--- src/core/mrk_cfg.svh ---
// Offsets, field positions, reset values and sizes of the maintenance record keeper
`ifndef MRK_CFG_SVH
`define MRK_CFG_SVH

// ****************************************
// Monitored functions
// ****************************************
`define MRK_NUM_FN 12
`define MRK_CNT_W 8
`define MRK_FN_RANGE 0
`define MRK_FN_XFER 1
`define MRK_FN_LOW_CUR 2
`define MRK_FN_HIGH_CUR 3
`define MRK_FN_LOW_PRES 4
`define MRK_FN_HIGH_PRES 5
`define MRK_FN_TEMP 6
`define MRK_FN_OPMODE 7
`define MRK_FN_CHAR 8
`define MRK_FN_COMM 9
`define MRK_FN_SECURITY 10
`define MRK_FN_TOTAL 11

// ****************************************
// Register offsets (byte addresses) and counter/order-code page numbers
// ****************************************
`define MRK_OFF_CTRL 12'h000
`define MRK_OFF_STATUS 12'h004
`define MRK_OFF_BOARD_SN 12'h008
`define MRK_OFF_SENSOR_SN 12'h00c
`define MRK_OFF_UNIT_SN 12'h010
`define MRK_CNT_PAGE 8'h02
`define MRK_OC_PAGE 7'h02

// ****************************************
// Fields
// ****************************************
`define MRK_CTRL_LOCK 0
`define MRK_CTRL_RESTORE 1
`define MRK_ST_RUN 0
`define MRK_ST_COPY 1
`define MRK_ST_BOOT_COPY 2
`define MRK_ST_LOCK 3
`define MRK_ST_HW_WP 4

// ****************************************
// Reset values and sizes
// ****************************************
`define MRK_BOARD_SN_DEF 32'h0000_0001
`define MRK_UNIT_SN_RST 32'h0000_0000
`define MRK_OC_CHARS 26
`define MRK_OC_WORDS 7
`define MRK_OC_LAST 3'h6
`define MRK_OC_TAIL_MASK 32'h0000_ffff
`define MRK_CFG_WORDS 7'h40
`define MRK_SM_SN_ADDR 8'hff
`define MRK_BM_SN_ADDR 8'hff

`endif

--- src/core/mrk_pkg.sv ---
// Types shared by the maintenance record keeper files
package mrk_pkg;
	typedef logic [31:0] mrk_word_t;
	typedef logic [7:0] mrk_addr_t;
	typedef logic [11:0] mrk_fn_t;
	typedef enum logic [2:0] {
		ST_SNREAD = 3'h1,
		ST_COPY = 3'h2,
		ST_RUN = 3'h4
	} mrk_state_t;
endpackage

--- src/core/mrk_top.sv ---
// Maintenance record keeper: identity, change counters and configuration copy
`timescale 1ns/1ps
`include "mrk_cfg.svh"

// Functional notes
// Each monitored configuration function has its own change counter, stepped per change.
// Counters run 0 to 255 and wrap to zero, never saturate.
// Range-value counter steps on any calibration of lower or upper range.
// Transfer-function counter steps on any change of transfer characteristic.
// Low-current and high-current output trims step separate counters.
// Zero/lower pressure trims and upper pressure trims step separate counters.
// Temperature trim changes step their own counter.
// Operating-mode counter steps on controller/transmitter switch, either direction.
// Characterization counter steps on any table point change in trim mode.
// Communication-mode counter steps on multidrop/single-unit change.
// Security counter steps on password or access-level change.
// Totalization counter steps on totalizer setting change or reset.
// Holds a 26-character purchase order code readable by the host.
// Board serial is fixed; every write to it is rejected.
// Sensor serial is read-only and reloaded from a newly attached sensor.
// Host rewrites the unit serial after each main-board replacement.
// After a board swap, sensor config is copied to board memory before running.
// On host restore request, sensor config is copied to board memory.
// Swap or new sensor found by comparing stored and read sensor serial.
// Counters step only on committed changes, never on refused writes.
module mrk_top #(
	parameter mrk_pkg::mrk_word_t BOARD_SN = `MRK_BOARD_SN_DEF
) (
	input wire logic pclk,
	input wire logic presetn,
	input wire logic ce,
	input wire logic psel,
	input wire logic penable,
	input wire logic pwrite,
	input wire logic [11:0] paddr,
	input wire mrk_pkg::mrk_word_t pwdata,
	output mrk_pkg::mrk_word_t prdata,
	output logic pready,
	output logic pslverr,
	input wire logic wp_pin,
	input wire mrk_pkg::mrk_fn_t chg_req,
	input wire logic chg_denied,
	output logic sm_req,
	output mrk_pkg::mrk_addr_t sm_addr,
	input wire mrk_pkg::mrk_word_t sm_rdata,
	input wire logic sm_ack,
	output logic bm_we,
	output mrk_pkg::mrk_addr_t bm_addr,
	output mrk_pkg::mrk_word_t bm_wdata,
	input wire mrk_pkg::mrk_word_t bm_sensor_sn,
	output logic op_ready
);
	import mrk_pkg::*;

	logic wp_meta_reg, wp_sync_reg, pready_reg, pslverr_reg, lock_reg, restore_reg;
	mrk_word_t prdata_reg, unit_sn_reg, sensor_sn_reg, bm_wdata_reg, rd_next;
	mrk_word_t oc_reg [`MRK_OC_WORDS];
	mrk_state_t state_reg;
	logic [6:0] idx_reg;
	logic sm_req_reg, bm_we_reg, boot_copy_reg, sm_done;
	mrk_addr_t sm_addr_reg, bm_addr_reg;
	logic [`MRK_NUM_FN*`MRK_CNT_W-1:0] counts;
	mrk_fn_t inc_vec;
	logic dec_hit, dec_ro, dec_prot, locked, commit_ok, acc, wr_ok, oc_hit, cnt_hit;
	logic [2:0] oc_idx;
	logic [1:0] cnt_idx;

	// ****************************************
	// Write-protect pin synchroniser
	// ****************************************
	always_ff @(posedge pclk or negedge presetn) begin
		if (!presetn) begin
			wp_meta_reg <= 1'b0;
			wp_sync_reg <= 1'b0;
		end else if (ce) begin
			wp_meta_reg <= wp_pin;
			wp_sync_reg <= wp_meta_reg;
		end
	end

	// Software lock and the jumper both refuse configuration writes
	assign locked = lock_reg || wp_sync_reg;

	// ****************************************
	// APB slave
	// ****************************************
	// One wait state: decode in the first access cycle, answer in the second
	assign acc = psel && penable && !pready_reg;
	assign wr_ok = psel && penable && pready_reg && pwrite && !pslverr_reg && ce;
	assign oc_idx = paddr[4:2];
	assign cnt_idx = paddr[3:2];
	assign oc_hit = (paddr[11:5] == `MRK_OC_PAGE) && (paddr[1:0] == 2'h0) &&
		(oc_idx <= `MRK_OC_LAST);
	assign cnt_hit = (paddr[11:4] == `MRK_CNT_PAGE) && (paddr[1:0] == 2'h0) &&
		(cnt_idx != 2'h3);

	always_comb begin
		rd_next = 32'h0;
		dec_hit = 1'b1;
		dec_ro = 1'b0;
		dec_prot = 1'b0;
		if (oc_hit) begin
			// order code store
			rd_next = oc_reg[oc_idx];
			dec_prot = 1'b1;
		end else if (cnt_hit) begin
			rd_next = counts[{cnt_idx, 5'h00} +: 32];
			dec_ro = 1'b1;
		end else begin
			case (paddr)
				`MRK_OFF_CTRL: begin
					rd_next[`MRK_CTRL_LOCK] = lock_reg;
					rd_next[`MRK_CTRL_RESTORE] = restore_reg;
				end
				`MRK_OFF_STATUS: begin
					rd_next[`MRK_ST_RUN] = state_reg[2];
					rd_next[`MRK_ST_COPY] = state_reg[1];
					rd_next[`MRK_ST_BOOT_COPY] = boot_copy_reg;
					rd_next[`MRK_ST_LOCK] = lock_reg;
					rd_next[`MRK_ST_HW_WP] = wp_sync_reg;
					dec_ro = 1'b1;
				end
				`MRK_OFF_BOARD_SN: begin
					// fixed, writes rejected
					rd_next = BOARD_SN;
					dec_ro = 1'b1;
				end
				`MRK_OFF_SENSOR_SN: begin
					rd_next = sensor_sn_reg;
					dec_ro = 1'b1;
				end
				`MRK_OFF_UNIT_SN: begin
					rd_next = unit_sn_reg;
					dec_prot = 1'b1;
				end
				default: begin
					dec_hit = 1'b0;
				end
			endcase
		end
	end

	always_ff @(posedge pclk or negedge presetn) begin
		if (!presetn) begin
			pready_reg <= 1'b0;
			pslverr_reg <= 1'b0;
			prdata_reg <= 32'h0;
		end else if (ce) begin
			pready_reg <= acc;
			if (acc) begin
				prdata_reg <= pwrite ? 32'h0 : rd_next;
				pslverr_reg <= !dec_hit || (pwrite && (dec_ro || (dec_prot && locked)));
			end
		end
	end

	assign pready = pready_reg;
	assign pslverr = pslverr_reg;
	assign prdata = prdata_reg;

	// ****************************************
	// Software-written registers
	// ****************************************
	always_ff @(posedge pclk or negedge presetn) begin
		if (!presetn) begin
			lock_reg <= 1'b0;
		end else if (wr_ok && paddr == `MRK_OFF_CTRL) begin
			lock_reg <= pwdata[`MRK_CTRL_LOCK];
		end
	end
	// A new request written while the engine takes the old one is kept
	always_ff @(posedge pclk or negedge presetn) begin
		if (!presetn) begin
			restore_reg <= 1'b0;
		end else if (wr_ok && paddr == `MRK_OFF_CTRL && pwdata[`MRK_CTRL_RESTORE]) begin
			restore_reg <= 1'b1;
		end else if (ce && state_reg == ST_RUN) begin
			restore_reg <= 1'b0;
		end
	end
	// Host keeps this one current after a board swap
	always_ff @(posedge pclk or negedge presetn) begin
		if (!presetn) begin
			unit_sn_reg <= `MRK_UNIT_SN_RST;
		end else if (wr_ok && paddr == `MRK_OFF_UNIT_SN) begin
			// host rewrites unit serial
			unit_sn_reg <= pwdata;
		end
	end
	genvar gi;
	generate
		for (gi = 0; gi < `MRK_OC_WORDS; gi++) begin : g_oc
			always_ff @(posedge pclk or negedge presetn) begin
				if (!presetn) begin
					oc_reg[gi] <= 32'h0;
				end else if (wr_ok && oc_hit && oc_idx == 3'(gi)) begin
					// last word holds two chars
					oc_reg[gi] <= (3'(gi) == `MRK_OC_LAST) ? (pwdata & `MRK_OC_TAIL_MASK) : pwdata;
				end
			end
		end
	endgenerate

	// ****************************************
	// Change counting
	// ****************************************
	// refused changes not counted
	assign commit_ok = !chg_denied && !locked;
	always_comb begin
		// range calibration
		inc_vec[`MRK_FN_RANGE] = commit_ok && chg_req[`MRK_FN_RANGE];
		// transfer function
		inc_vec[`MRK_FN_XFER] = commit_ok && chg_req[`MRK_FN_XFER];
		// current trims
		inc_vec[`MRK_FN_LOW_CUR] = commit_ok && chg_req[`MRK_FN_LOW_CUR];
		inc_vec[`MRK_FN_HIGH_CUR] = commit_ok && chg_req[`MRK_FN_HIGH_CUR];
		// pressure trims
		inc_vec[`MRK_FN_LOW_PRES] = commit_ok && chg_req[`MRK_FN_LOW_PRES];
		inc_vec[`MRK_FN_HIGH_PRES] = commit_ok && chg_req[`MRK_FN_HIGH_PRES];
		// temperature trim
		inc_vec[`MRK_FN_TEMP] = commit_ok && chg_req[`MRK_FN_TEMP];
		// operating mode
		inc_vec[`MRK_FN_OPMODE] = commit_ok && chg_req[`MRK_FN_OPMODE];
		// characterization table
		inc_vec[`MRK_FN_CHAR] = commit_ok && chg_req[`MRK_FN_CHAR];
		// communication mode
		inc_vec[`MRK_FN_COMM] = commit_ok && chg_req[`MRK_FN_COMM];
		// security settings
		inc_vec[`MRK_FN_SECURITY] = commit_ok && chg_req[`MRK_FN_SECURITY];
		// totalizer changes
		inc_vec[`MRK_FN_TOTAL] = commit_ok && chg_req[`MRK_FN_TOTAL];
	end

	mrk_ctr_bank u_ctr (
		.pclk(pclk),
		.presetn(presetn),
		.ce(ce),
		.inc(inc_vec),
		.counts(counts)
	);

	// ****************************************
	// Identity check and configuration copy
	// ****************************************
	// Sensor memory word arrives on sm_ack while sm_req is held
	assign sm_done = sm_req_reg && sm_ack;

	always_ff @(posedge pclk or negedge presetn) begin
		if (!presetn) begin
			state_reg <= ST_SNREAD;
			idx_reg <= 7'h00;
			sm_req_reg <= 1'b0;
			sm_addr_reg <= 8'h00;
			bm_we_reg <= 1'b0;
			bm_addr_reg <= 8'h00;
			bm_wdata_reg <= 32'h0;
			sensor_sn_reg <= 32'h0;
			boot_copy_reg <= 1'b0;
		end else if (ce) begin
			bm_we_reg <= 1'b0;
			unique case (state_reg)
				ST_SNREAD: begin
					if (sm_done) begin
						sm_req_reg <= 1'b0;
						// reload sensor serial
						sensor_sn_reg <= sm_rdata;
						// compare stored serial
						if (sm_rdata != bm_sensor_sn) begin
							state_reg <= ST_COPY;
							idx_reg <= 7'h00;
							boot_copy_reg <= 1'b1;
						end else begin
							state_reg <= ST_RUN;
						end
					end else begin
						sm_req_reg <= 1'b1;
						sm_addr_reg <= `MRK_SM_SN_ADDR;
					end
				end
				ST_COPY: begin
					// copy before running
					if (idx_reg == `MRK_CFG_WORDS) begin
						// Stamp the serial so the next power-up does not copy again
						bm_we_reg <= 1'b1;
						bm_addr_reg <= `MRK_BM_SN_ADDR;
						bm_wdata_reg <= sensor_sn_reg;
						state_reg <= ST_RUN;
					end else if (sm_done) begin
						sm_req_reg <= 1'b0;
						bm_we_reg <= 1'b1;
						bm_addr_reg <= {1'b0, idx_reg};
						bm_wdata_reg <= sm_rdata;
						idx_reg <= idx_reg + 7'h01;
					end else begin
						sm_req_reg <= 1'b1;
						sm_addr_reg <= {1'b0, idx_reg};
					end
				end
				ST_RUN: begin
					// restore on request
					if (restore_reg) begin
						state_reg <= ST_COPY;
						idx_reg <= 7'h00;
					end
				end
			endcase
		end
	end

	assign sm_req = sm_req_reg;
	assign sm_addr = sm_addr_reg;
	assign bm_we = bm_we_reg;
	assign bm_addr = bm_addr_reg;
	assign bm_wdata = bm_wdata_reg;
	assign op_ready = state_reg[2];
endmodule

--- src/core/mrk_ctr_bank.sv ---
// Bank of wrapping change counters, one per monitored function
`timescale 1ns/1ps
`include "mrk_cfg.svh"

module mrk_ctr_bank (
	input wire logic pclk,
	input wire logic presetn,
	input wire logic ce,
	input wire mrk_pkg::mrk_fn_t inc,
	output logic [`MRK_NUM_FN*`MRK_CNT_W-1:0] counts
);
	import mrk_pkg::*;

	logic [`MRK_CNT_W-1:0] cnt_reg [`MRK_NUM_FN];

	genvar g;
	generate
		for (g = 0; g < `MRK_NUM_FN; g++) begin : g_cnt
			// one counter each
			always_ff @(posedge pclk or negedge presetn) begin
				if (!presetn) begin
					cnt_reg[g] <= 8'h00;
				end else if (ce && inc[g]) begin
					// wraps past ff
					cnt_reg[g] <= cnt_reg[g] + 8'h01;
				end
			end
			assign counts[g*`MRK_CNT_W +: `MRK_CNT_W] = cnt_reg[g];

		end
	endgenerate
endmodule

--- config.mk ---
export PLATFORM = sky130hd
export DESIGN_NAME = mrk_top
export DESIGN_NICKNAME = d
export VERILOG_FILES = /design/src/core/mrk_pkg.sv /design/src/core/mrk_top.sv /design/src/core/mrk_ctr_bank.sv
export VERILOG_INCLUDE_DIRS = /design/src /design/src/core
export SDC_FILE = /design/constraint.sdc
export NUM_CORES = 1
export LEC_CHECK = 0
export ABC_CLOCK_PERIOD_IN_PS = 2550
export BUFFER_PORTS_ARGS = -buffer_cell sky130_fd_sc_hd__buf_2
export CAP_MARGIN = 10
export CELL_PAD_IN_SITES_DETAIL_PLACEMENT = 1
export CELL_PAD_IN_SITES_GLOBAL_PLACEMENT = 2
export CORE_ASPECT_RATIO = 0.5
export CORE_MARGIN = 4
export CORE_UTILIZATION = 37
export DETAILED_ROUTE_END_ITERATION = 10
export PLACE_DENSITY_LB_ADDON = 0.1
export SLEW_MARGIN = 10
export SYNTH_ARGS = -nofsm -noshare
export SYNTH_HDL_FRONTEND = slang
export SYNTH_HIERARCHICAL = 1
export SYNTH_SLANG_ARGS = --single-unit
--- constraint.sdc ---
create_clock -name pclk -period 2.55 [get_ports pclk]
set_clock_uncertainty 0.15 [all_clocks]
set_input_delay 0.1275 -clock pclk [delete_from_list [all_inputs] [get_ports pclk]]
set_output_delay 0.1275 -clock pclk [all_outputs]
set_load 0.05 [all_outputs]
Yosys cells after proc, flatten, opt, wreduce, memory -nomap -nowiden
Cells that the tools add are included.
{ "classes": {"bitwise_logic": 1, "shift": 1, "n_eq_ne": 26, "n_reduce_logical": 74, "n_addsub": 13, "n_mux": 45, "magnitude_cmp": 2} }
{ "ops": {"columns": ["operator", "n"], "rows": [
  ["32-bit two-way mux", 7],
  ["8-bit by 1-bit adder with 8-bit output (second input constant)", 12],
  ["32-bit binary-select mux with 3-bit select", 1],
  ["96-bit by 8-bit variable part select with 32-bit output", 1],
  ["27-bit case mux with 2 select lines", 1],
  ["1-bit logical AND", 50],
  ["8-bit two-way mux", 5],
  ["7-bit two-way mux", 5],
  ["32-bit != test", 1],
  ["12-bit by 4-bit == test with 1-bit output (second input constant)", 2],
  ["7-bit case mux with 3 select lines", 1],
  ["2-bit != test (second input constant)", 9],
  ["3-bit case mux with 3 select lines", 2],
  ["1-bit two-way mux", 16],
  ["8-bit case mux with 2 select lines", 1],
  ["12-bit by 3-bit == test with 1-bit output (second input constant)", 1],
  ["12-bit by 5-bit == test with 1-bit output (second input constant)", 1],
  ["3-bit == test (second input constant)", 4],
  ["12-bit logical NOT", 1],
  ["3-bit two-way mux", 4],
  ["2-bit case mux with 5 select lines", 1],
  ["3-bit by 2-bit == test with 1-bit output (second input constant)", 3],
  ["3-bit AND reduction", 3],
  ["8-bit by 2-bit == test with 1-bit output (second input constant)", 1],
  ["19 further kinds", 29]
]} }
{ "word_totals": {"out_inout_bits": 85, "reg_bits": 467, "wordCells": 198} }

Logic depth before layout (Yosys ltp)
Gate-level depths: netlist (run 1).
{ "logic_depth": {"depth_word": 9, "ltp_mapped": 10} }

By module
The synthesis (run 1) kept the hierarchy.
{ "by_module_without_submodules": {"columns": ["module", "cells_each", "area_per_inst_um2", "n_inst"], "rows": [
  ["mrk_top", 1488, 17958.5, 1],
  ["mrk_ctr_bank", 340, 4130.2, 1]
]} }

Worst setup path after synthesis (run 1)
OpenSTA, ideal clock, no wires.
{ "synth_path": {"path_kind": "flip-flop to flip-flop", "start": "reg state_reg[2]", "end": "reg sensor_sn_reg[10]", "arrival_ns": 2.251, "setup_time_ns": 0.125, "n_path_buf": 2, "path_slack_ns": 0.024, "path_stages_with_launch": 6, "cell_sequence": "dfrtp_1 nor3b_1 and3_1 clkbuf_1 clkbuf_1 mux2_2"} }
{ "synth_between": {"elab_chain_len": 2} }
{ "synth_rtl": {"columns": ["element", "line", "rtl"], "rows": [
  ["start, declared", "mrk_top.sv:58", "mrk_state_t state_reg;"],
  ["start signal, assigned", "mrk_top.sv:250", "state_reg <= ST_SNREAD;"],
  ["start signal, assigned", "mrk_top.sv:269", "state_reg <= ST_COPY;"],
  ["start signal, assigned", "mrk_top.sv:273", "state_reg <= ST_RUN;"],
  ["3-bit by 1-bit == test with 1-bit output", "mrk_top.sv:261", "unique case (state_reg)"],
  ["3-bit AND reduction (no source line)", null, null],
  ["end signal, assigned", "mrk_top.sv:266", "sensor_sn_reg <= sm_rdata;"],
  ["end, declared", "mrk_top.sv:56", "mrk_word_t prdata_reg, unit_sn_reg, sensor_sn_reg, bm_wdata_reg, rd_next;"]
]} }
Every way passes these cells.
A chain may end at the register's enable or synchronous reset.

Worst setup path after layout (run 1)
{ "layout_path": {"start": "reg idx_reg[1]", "end": "reg state_reg[2]"} }
{ "layout_between": {"elab_chain_len": 3} }
{ "layout_rtl": {"columns": ["element", "line", "rtl"], "rows": [
  ["start, declared", "mrk_top.sv:59", "logic [6:0] idx_reg;"],
  ["start signal, assigned", "mrk_top.sv:293", "idx_reg <= idx_reg + 7'h01;"],
  ["7-bit == test (no source line)", null, null],
  ["2-bit != test (no source line)", null, null],
  ["4-bit AND reduction (no source line)", null, null]
]} }
Every way passes these cells.

==> results of run 1 <==
worst max path at each step:
stage | slack [ns] | start | cells past startpoint | end
after floorplan | 0.02 | state_reg[2] | 5 | sensor_sn_reg[10]
after global placement | 0.07 | paddr[9] | 8 | oc_reg[151]
after detailed placement | 0.05 | paddr[9] | 8 | oc_reg[221]
after CTS | 0.12 | idx_reg[0] | 9 | state_reg[1]
after global routing | 0.01 | idx_reg[0] | 9 | state_reg[2]
final | 0.12 | idx_reg[1] | 9 | state_reg[2]
cells by family after synthesis:
logic type	count (synthesis)	synth area share (%)
XOR/XNOR	116	4.600
AO/OA/AOI/OAI	285	7.466
flip-flops	467	52.91
adder cells (fa/ha/maj)	15	0.8383
buffers and inverters	140	2.770
AND/OR/NAND/NOR	382	8.281
multiplexers	423	23.13
layout by cell type, fill, tap and decap left out, types with 6 or more instances in the layout:
| cell | n |
|---|---|
| mux2_1 | 7 |
| mux2i_1 | 101 |
| nor2_1 | 106 |
| clkbuf_1 | 7 |
| nor3_1 | 14 |
| mux2_2 | 253 |
| mux4_2 | 32 |
| a221oi_1 | 27 |
| a21oi_1 | 67 |
| nand4_1 | 25 |
| buf_12 | 28 |
| and4_1 | 11 |
| o2bb2ai_1 | 6 |
| ha_1 | 13 |
| xor2_1 | 48 |
| nand3_1 | 23 |
| or3b_2 | 7 |
| dfrtp_1 | 466 |
| o22ai_1 | 17 |
| buf_4 | 89 |
| clkinv_2 | 12 |
| clkbuf_8 | 13 |
| nor4_1 | 9 |
| dlygate4sd3_1 | 81 |
| clkbuf_16 | 49 |
| inv_1 | 33 |
| and2_1 | 13 |
| nand2_1 | 135 |
| mux2_4 | 30 |
| buf_2 | 210 |
| o21ai_0 | 142 |
| xnor2_1 | 68 |
layout make-up:
| cell class | count | area share [%] |
|---|---|---|
| antenna | 1 | 0.009145 |
| clock buffer | 69 | 5.231 |
| clock inverter | 14 | 0.4390 |
| inverter | 35 | 0.4801 |
| multi-input combinational | 1221 | 36.12 |
| sequential | 467 | 42.71 |
| tap | 768 | 3.512 |
| timing repair buffer | 411 | 11.49 |
per-layer routing:
metal	part of all wire, %	vias up
met5	0	-
met4	1.7	0
met3	3.7	76
met2	46	187
met1	49	8157
li1	-	7213
where the power goes:
part | internal [W] | leakage [nW] | switching [W] | total, W
combinational | 0.00150 | 5.88 | 0.00311 | 0.00461
sequential | 0.00821 | 6.31 | 0.000787 | 0.00900
clock | 0.00407 | 0.781 | 0.00306 | 0.00714
through the flow:
step	area, um^2	worst slack [ns]	power (W)	hold slack (ns)
floorplan	22090	0.02387	0.01178	-0.3181
global placement	24920	0.07337	0.01352	-0.05890
detailed placement	24920	0.04655	0.01361	-0.05998
CTS	27300	0.1169	0.02094	0.03204
global route	27360	0.009545	0.02183	0.1010
finish	27360	0.1244	0.02075	0.07921
cells in the mapped netlist (32+ instances only):
| cell type | count | area, um^2 |
|---|---|---|
| clkbuf_1 | 60 | 225.2 |
| nand2_1 | 135 | 506.7 |
| mux2i_1 | 101 | 1011 |
| mux2_2 | 253 | 2849 |
| o21ai_0 | 142 | 710.7 |
| xor2_1 | 48 | 420.4 |
| a21oi_1 | 67 | 335.3 |
| dfrtp_1 | 466 | 11660 |
| mux4_2 | 32 | 720.7 |
| nor2_1 | 110 | 412.9 |
| inv_1 | 35 | 131.4 |
| xnor2_1 | 68 | 595.6 |
critical path, stage by stage, from the launching register on:
cell and delay (ns):
dfrtp_1 0.39, inv_2 0.08, ha_4 0.11, or4b_4 0.47, nor3b_4 0.29, nor2_2 0.08
a211oi_2 0.28, buf_4 0.17, mux2i_1 0.19, nand3_1 0.10
timing repair:
item                                    4_1_cts  5_1_grt
endpoints found under the setup margin        0        6
setup buffers                                 0        4
hold endpoints to repair                    824        0
hold buffers                                 82        0
gates resized for setup                       0        7
==> reports/summary.txt, run 1 <==
Slew @ Worst Pin: 0.7470 ns
Detailed-router iteration count before antenna repair: 4
Final ANT Viol Nets: 0
Max frequency: 412.3 MHz
DR vias: 15633
Max FFs per register: 208
Min-Delay Path Class: input pin to register
Non-filler instance count after layout: 2986
Reg-to-reg setup timing slack: 0.12 ns
Final wirelength: 68780 um
CP startpoint kind: register
Cell Area, Synth: 0.02209 mm^2
R2r worst-path depth: 9
Die Area: 0.06391 mm^2
Routability cong.: 0.8537
Area occupied by multi-input gates: 0.009884 mm^2
EDFF count, synth: 0
Post-Syn Nets: 1971
Clk_lat worst skew: 0.58 ns
R2R Path Start: idx_reg[1]
Die height: 180.8 um
GR Util met2: 34.22%
Leak Pwr: 12.97 nW
CP required: 2.86 ns
WHS Path Cells: 4
Reg clk slew, reported paths: 0.06 ns
Final Critical Period: 2.426 ns
Gr ovfl total: 0
Reg2Reg Capture Point: state_reg[2]
Crit path DAT: 2.73 ns
Yosys cell types: 59
Synthesis warning total: 6
Starting Density: 37.97%
Num rows: 62
Share of cells above drive strength 1: 34.15%
Die W: 353.5 um
I/O Buffers: 213
Synth-to-Final Area Change: 23.88%
Dpl cells: 2816
Initial DRC Count: 780
CTS tree: yes
Tot GR Track Use: 21.63%
Synthesized area per cell: 12.08 um^2
Total CTS buffers: 46
Crit path capture type: register
Fillers: 6150
Post-synth ARST share: 100.0%
CTS root buf: clkbuf_16
Max_slew headroom: 49.67%
Largest net degree at the start of global routing: 80
First-pass GRT wire length: 106900 um
Final Hold Fails: 0
Dpl hpwl: 49200 um
Main synth FF type: dfrtp_1
Mapped Cells: 1828
WL/cell: 23.03 um
Fin. max-slew vios: 0
Register area share after synthesis: 52.91%
NumNets Final: 2325
RSZ-0062 raised after global routing: false
Crit Path Class: register to register
Worst vdd ir: 527.1 uV
Initial antenna violation count: 2
Core box area: 0.05818 mm^2
CTS Sinks: 467
Number of global-route vias before repair: 16921
Max clock buf depth: 3
Yosys reg bits: 467
Setup violators final: 0
Maxcap violations: 0
Area occupied by registers: 0.01169 mm^2
CP max FO: 4
Post-route DRC: 0
Outcome: completed
Final worst-path cycle share: 95.12%
Setup TNS: 0 ns
M1 GR Usage: 31.32%
Gr busiest metal: met2
Via/cell ratio: 5.235
Hold_sp: paddr[6]
Final Core Density: 47.03%
PwrDens: 758.2 mW/mm^2
GR Layer Usage met3: 3.960%
Worst Hold Endpoint: pslverr
# IOs: 214
CTS HTree Levels: 2
Power figures use the tool's default switching activity.
==> run 2: changes to the inputs <==
--- a/config.mk
+++ b/config.mk
@@ -10,10 +10,10 @@
 export BUFFER_PORTS_ARGS = -buffer_cell sky130_fd_sc_hd__buf_2
 export CAP_MARGIN = 10
 export CELL_PAD_IN_SITES_DETAIL_PLACEMENT = 1
-export CELL_PAD_IN_SITES_GLOBAL_PLACEMENT = 2
+export CELL_PAD_IN_SITES_GLOBAL_PLACEMENT = 1
 export CORE_ASPECT_RATIO = 0.5
 export CORE_MARGIN = 4
-export CORE_UTILIZATION = 37
+export CORE_UTILIZATION = 44
 export DETAILED_ROUTE_END_ITERATION = 10
 export PLACE_DENSITY_LB_ADDON = 0.1
 export SLEW_MARGIN = 10
==> reports/summary.txt, run 2 (same netlist as run 1, synthesis figures left out) <==
# IOs: 214 (unchanged)
Slew @ Worst Pin: 0.6550 ns (-0.09197 ns)
Max clock buf depth: 3 (unchanged)
Worst vdd ir: 455.5 uV (-14%)
Leak Pwr: 12.90 nW (-0.52%)
Fin. max-slew vios: 0 (unchanged)
Reg clk slew, reported paths: 0.07 ns (about the same)
CP max stage cell: or4b_4
Setup violators final: 0 (unchanged)
Commonest non-fill, non-tap cell in the layout: dfrtp_1
Share of cells above drive strength 1: 33.30% (-0.84 points)
Max FFs per register: 208 (unchanged)
Final worst-path cycle share: 96.66% (+1.5 points)
Max frequency: 405.7 MHz (-1.6%)
Die height: 166.4 um (-7.9%)
Crit path capture type: register
Die Area: 0.05407 mm^2 (-15%)
CTS root buf: clkbuf_16
RSZ-0062 raised after global routing: true
Max_slew headroom: 56.33% (+6.7 points)
CTS tree: yes
Initial DRC Count: 1005 (+29%)
Top cell by count, worst path: buf_6
Final Core Density: 55.32% (+8.3 points)
Final Hold Fails: 0 (unchanged)
Num rows: 57 (-8.1%)
Synth-to-Final Area Change: 22.90%
Outcome: completed
Worst Hold Slack: 0.06186 ns (-0.01735 ns)
Starting Density: 45.02% (+7.1 points)
Setup TNS: 0 ns (unchanged)
Die W: 324.9 um (-8.1%)
CP max stage delay: 0.47 ns (about the same)
Final wirelength: 66640 um (-3.1%)
CP cell instances: inv_1, ha_1, or4b_4, nor3b_4, buf_6, o211ai_1, buf_4, buf_6, mux2_2
Crit path DAT: 2.77 ns (+0.04 ns)
Gr ovfl total: 0 (unchanged)
Detailed-router iteration count before antenna repair: 5 (+1)
Maxcap violations: 0 (unchanged)
Total CTS buffers: 45 (-2.2%)
Initial antenna violation count: 0 (-2)
CTS HTree Levels: 2 (unchanged)
Crit Path Class: register to register
Largest net degree at the start of global routing: 89 (+11%)
Dpl hpwl: 46200 um (-6.1%)
First-pass GRT wire length: 104700 um (-2.0%)
Min-Delay Path Class: input pin to register
CTS Sinks: 467 (unchanged)
Routability cong.: 0.8326 (-2.5%)
Number of global-route vias before repair: 17059 (+0.82%)
DR vias: 15811 (+1.1%)
Overall power: 0.02088 W (+0.67%)
Antenna cells: 0 (-1)
CP required: 2.85 ns (about the same)
Core box area: 0.04907 mm^2 (-16%)
Via/cell ratio: 5.542 (+5.9%)
Fillers: 5092 (-17%)
Post-route DRC: 0 (unchanged)
Final Critical Period: 2.465 ns (+0.03916 ns)
CP startpoint kind: register
Tot GR Track Use: 24.68% (+3.1 points)
WL/cell: 23.36 um (+1.4%)
Clk_lat worst skew: 0.57 ns (about the same)
NumNets Final: 2313 (-0.52%)
PwrDens: 769.4 mW/mm^2 (+1.5%)
I/O Buffers: 213 (unchanged)
Most frequent cells in the layout: dfrtp_1 (466), mux2_2 (252), buf_2 (211)
Final ANT Viol Nets: 0 (unchanged)
CP max FO: 8 (+4)
==> run 2: worst max-delay path: cells and delay by family, from the launching register on <==
family | cells | cell delay, ns
buf+inv | 4 | 0.54
flops | 1 | 0.38
fa+ha+maj | 1 | 0.14
mux | 1 | 0.26
compound gates | 1 | 0.12
simple gates | 2 | 0.78
==> run 2: per-stage QoR <==
stage	setup slack, ns	cell area, um^2	cells
after floorplan	0.02387	22090	1828
after global placement	0.02354	24530	2676
after detailed placement	-0.003642	24530	2676
after CTS	0.02447	27050	2848
after global routing	-0.03977	27150	2853
final	0.08521	27150	2853
==> run 2: routing by layer <==
metal  share of wire, %  GRT usage [%]  wire, um  vias up
met5                  0              0         0        -
met1                 48          35.57     31960     8306
met3                3.4          3.991      2296       90
met4                2.2          5.457      1444        0
met2                 46          39.62     30940      216
li1                   -              -         -     7199
==> run 2: power breakdown <==
group	switching [W]	internal, W
Combinational	0.00312	0.00148
Clock	0.00300	0.00430
Sequential	0.000772	0.00821
Total	0.00689	0.0140
==> run 2: worst paths after layout <==
path	to	slack [ns]	from	cells after the start
min	prdata[2]	0.06	paddr[5]	5
max in group asynchronous	u_ctr/counts[0]	1.62	presetn	3
max reg2reg	bm_addr[6]	0.09	idx_reg[0]	9
max	bm_addr[6]	0.09	idx_reg[0]	9
min reg2reg	boot_copy_reg	0.31	boot_copy_reg	1
min in group asynchronous	sm_addr[4]	0.13	presetn	3
==> run 2: what timing repair did <==
action                     4_1_cts  5_1_grt
setup buffers                    0        3
hold buffers                    91        0
resized for setup                0       27
hold endpoints to repair       821        0
setup endpoints to repair        0       35
==> run 2: cell type report <==
type / count / area (um^2) / area share (%)
Clock buffer: 65 / 1354 / 4.987
Clock inverter: 16 / 237.7 / 0.8757
Inverter: 35 / 131.4 / 0.4840
Multi-Input combinational cell: 1221 / 9884 / 36.41
Sequential cell: 467 / 11690 / 43.05
Tap cell: 649 / 812.0 / 2.991
Timing Repair Buffer: 400 / 3039 / 11.20
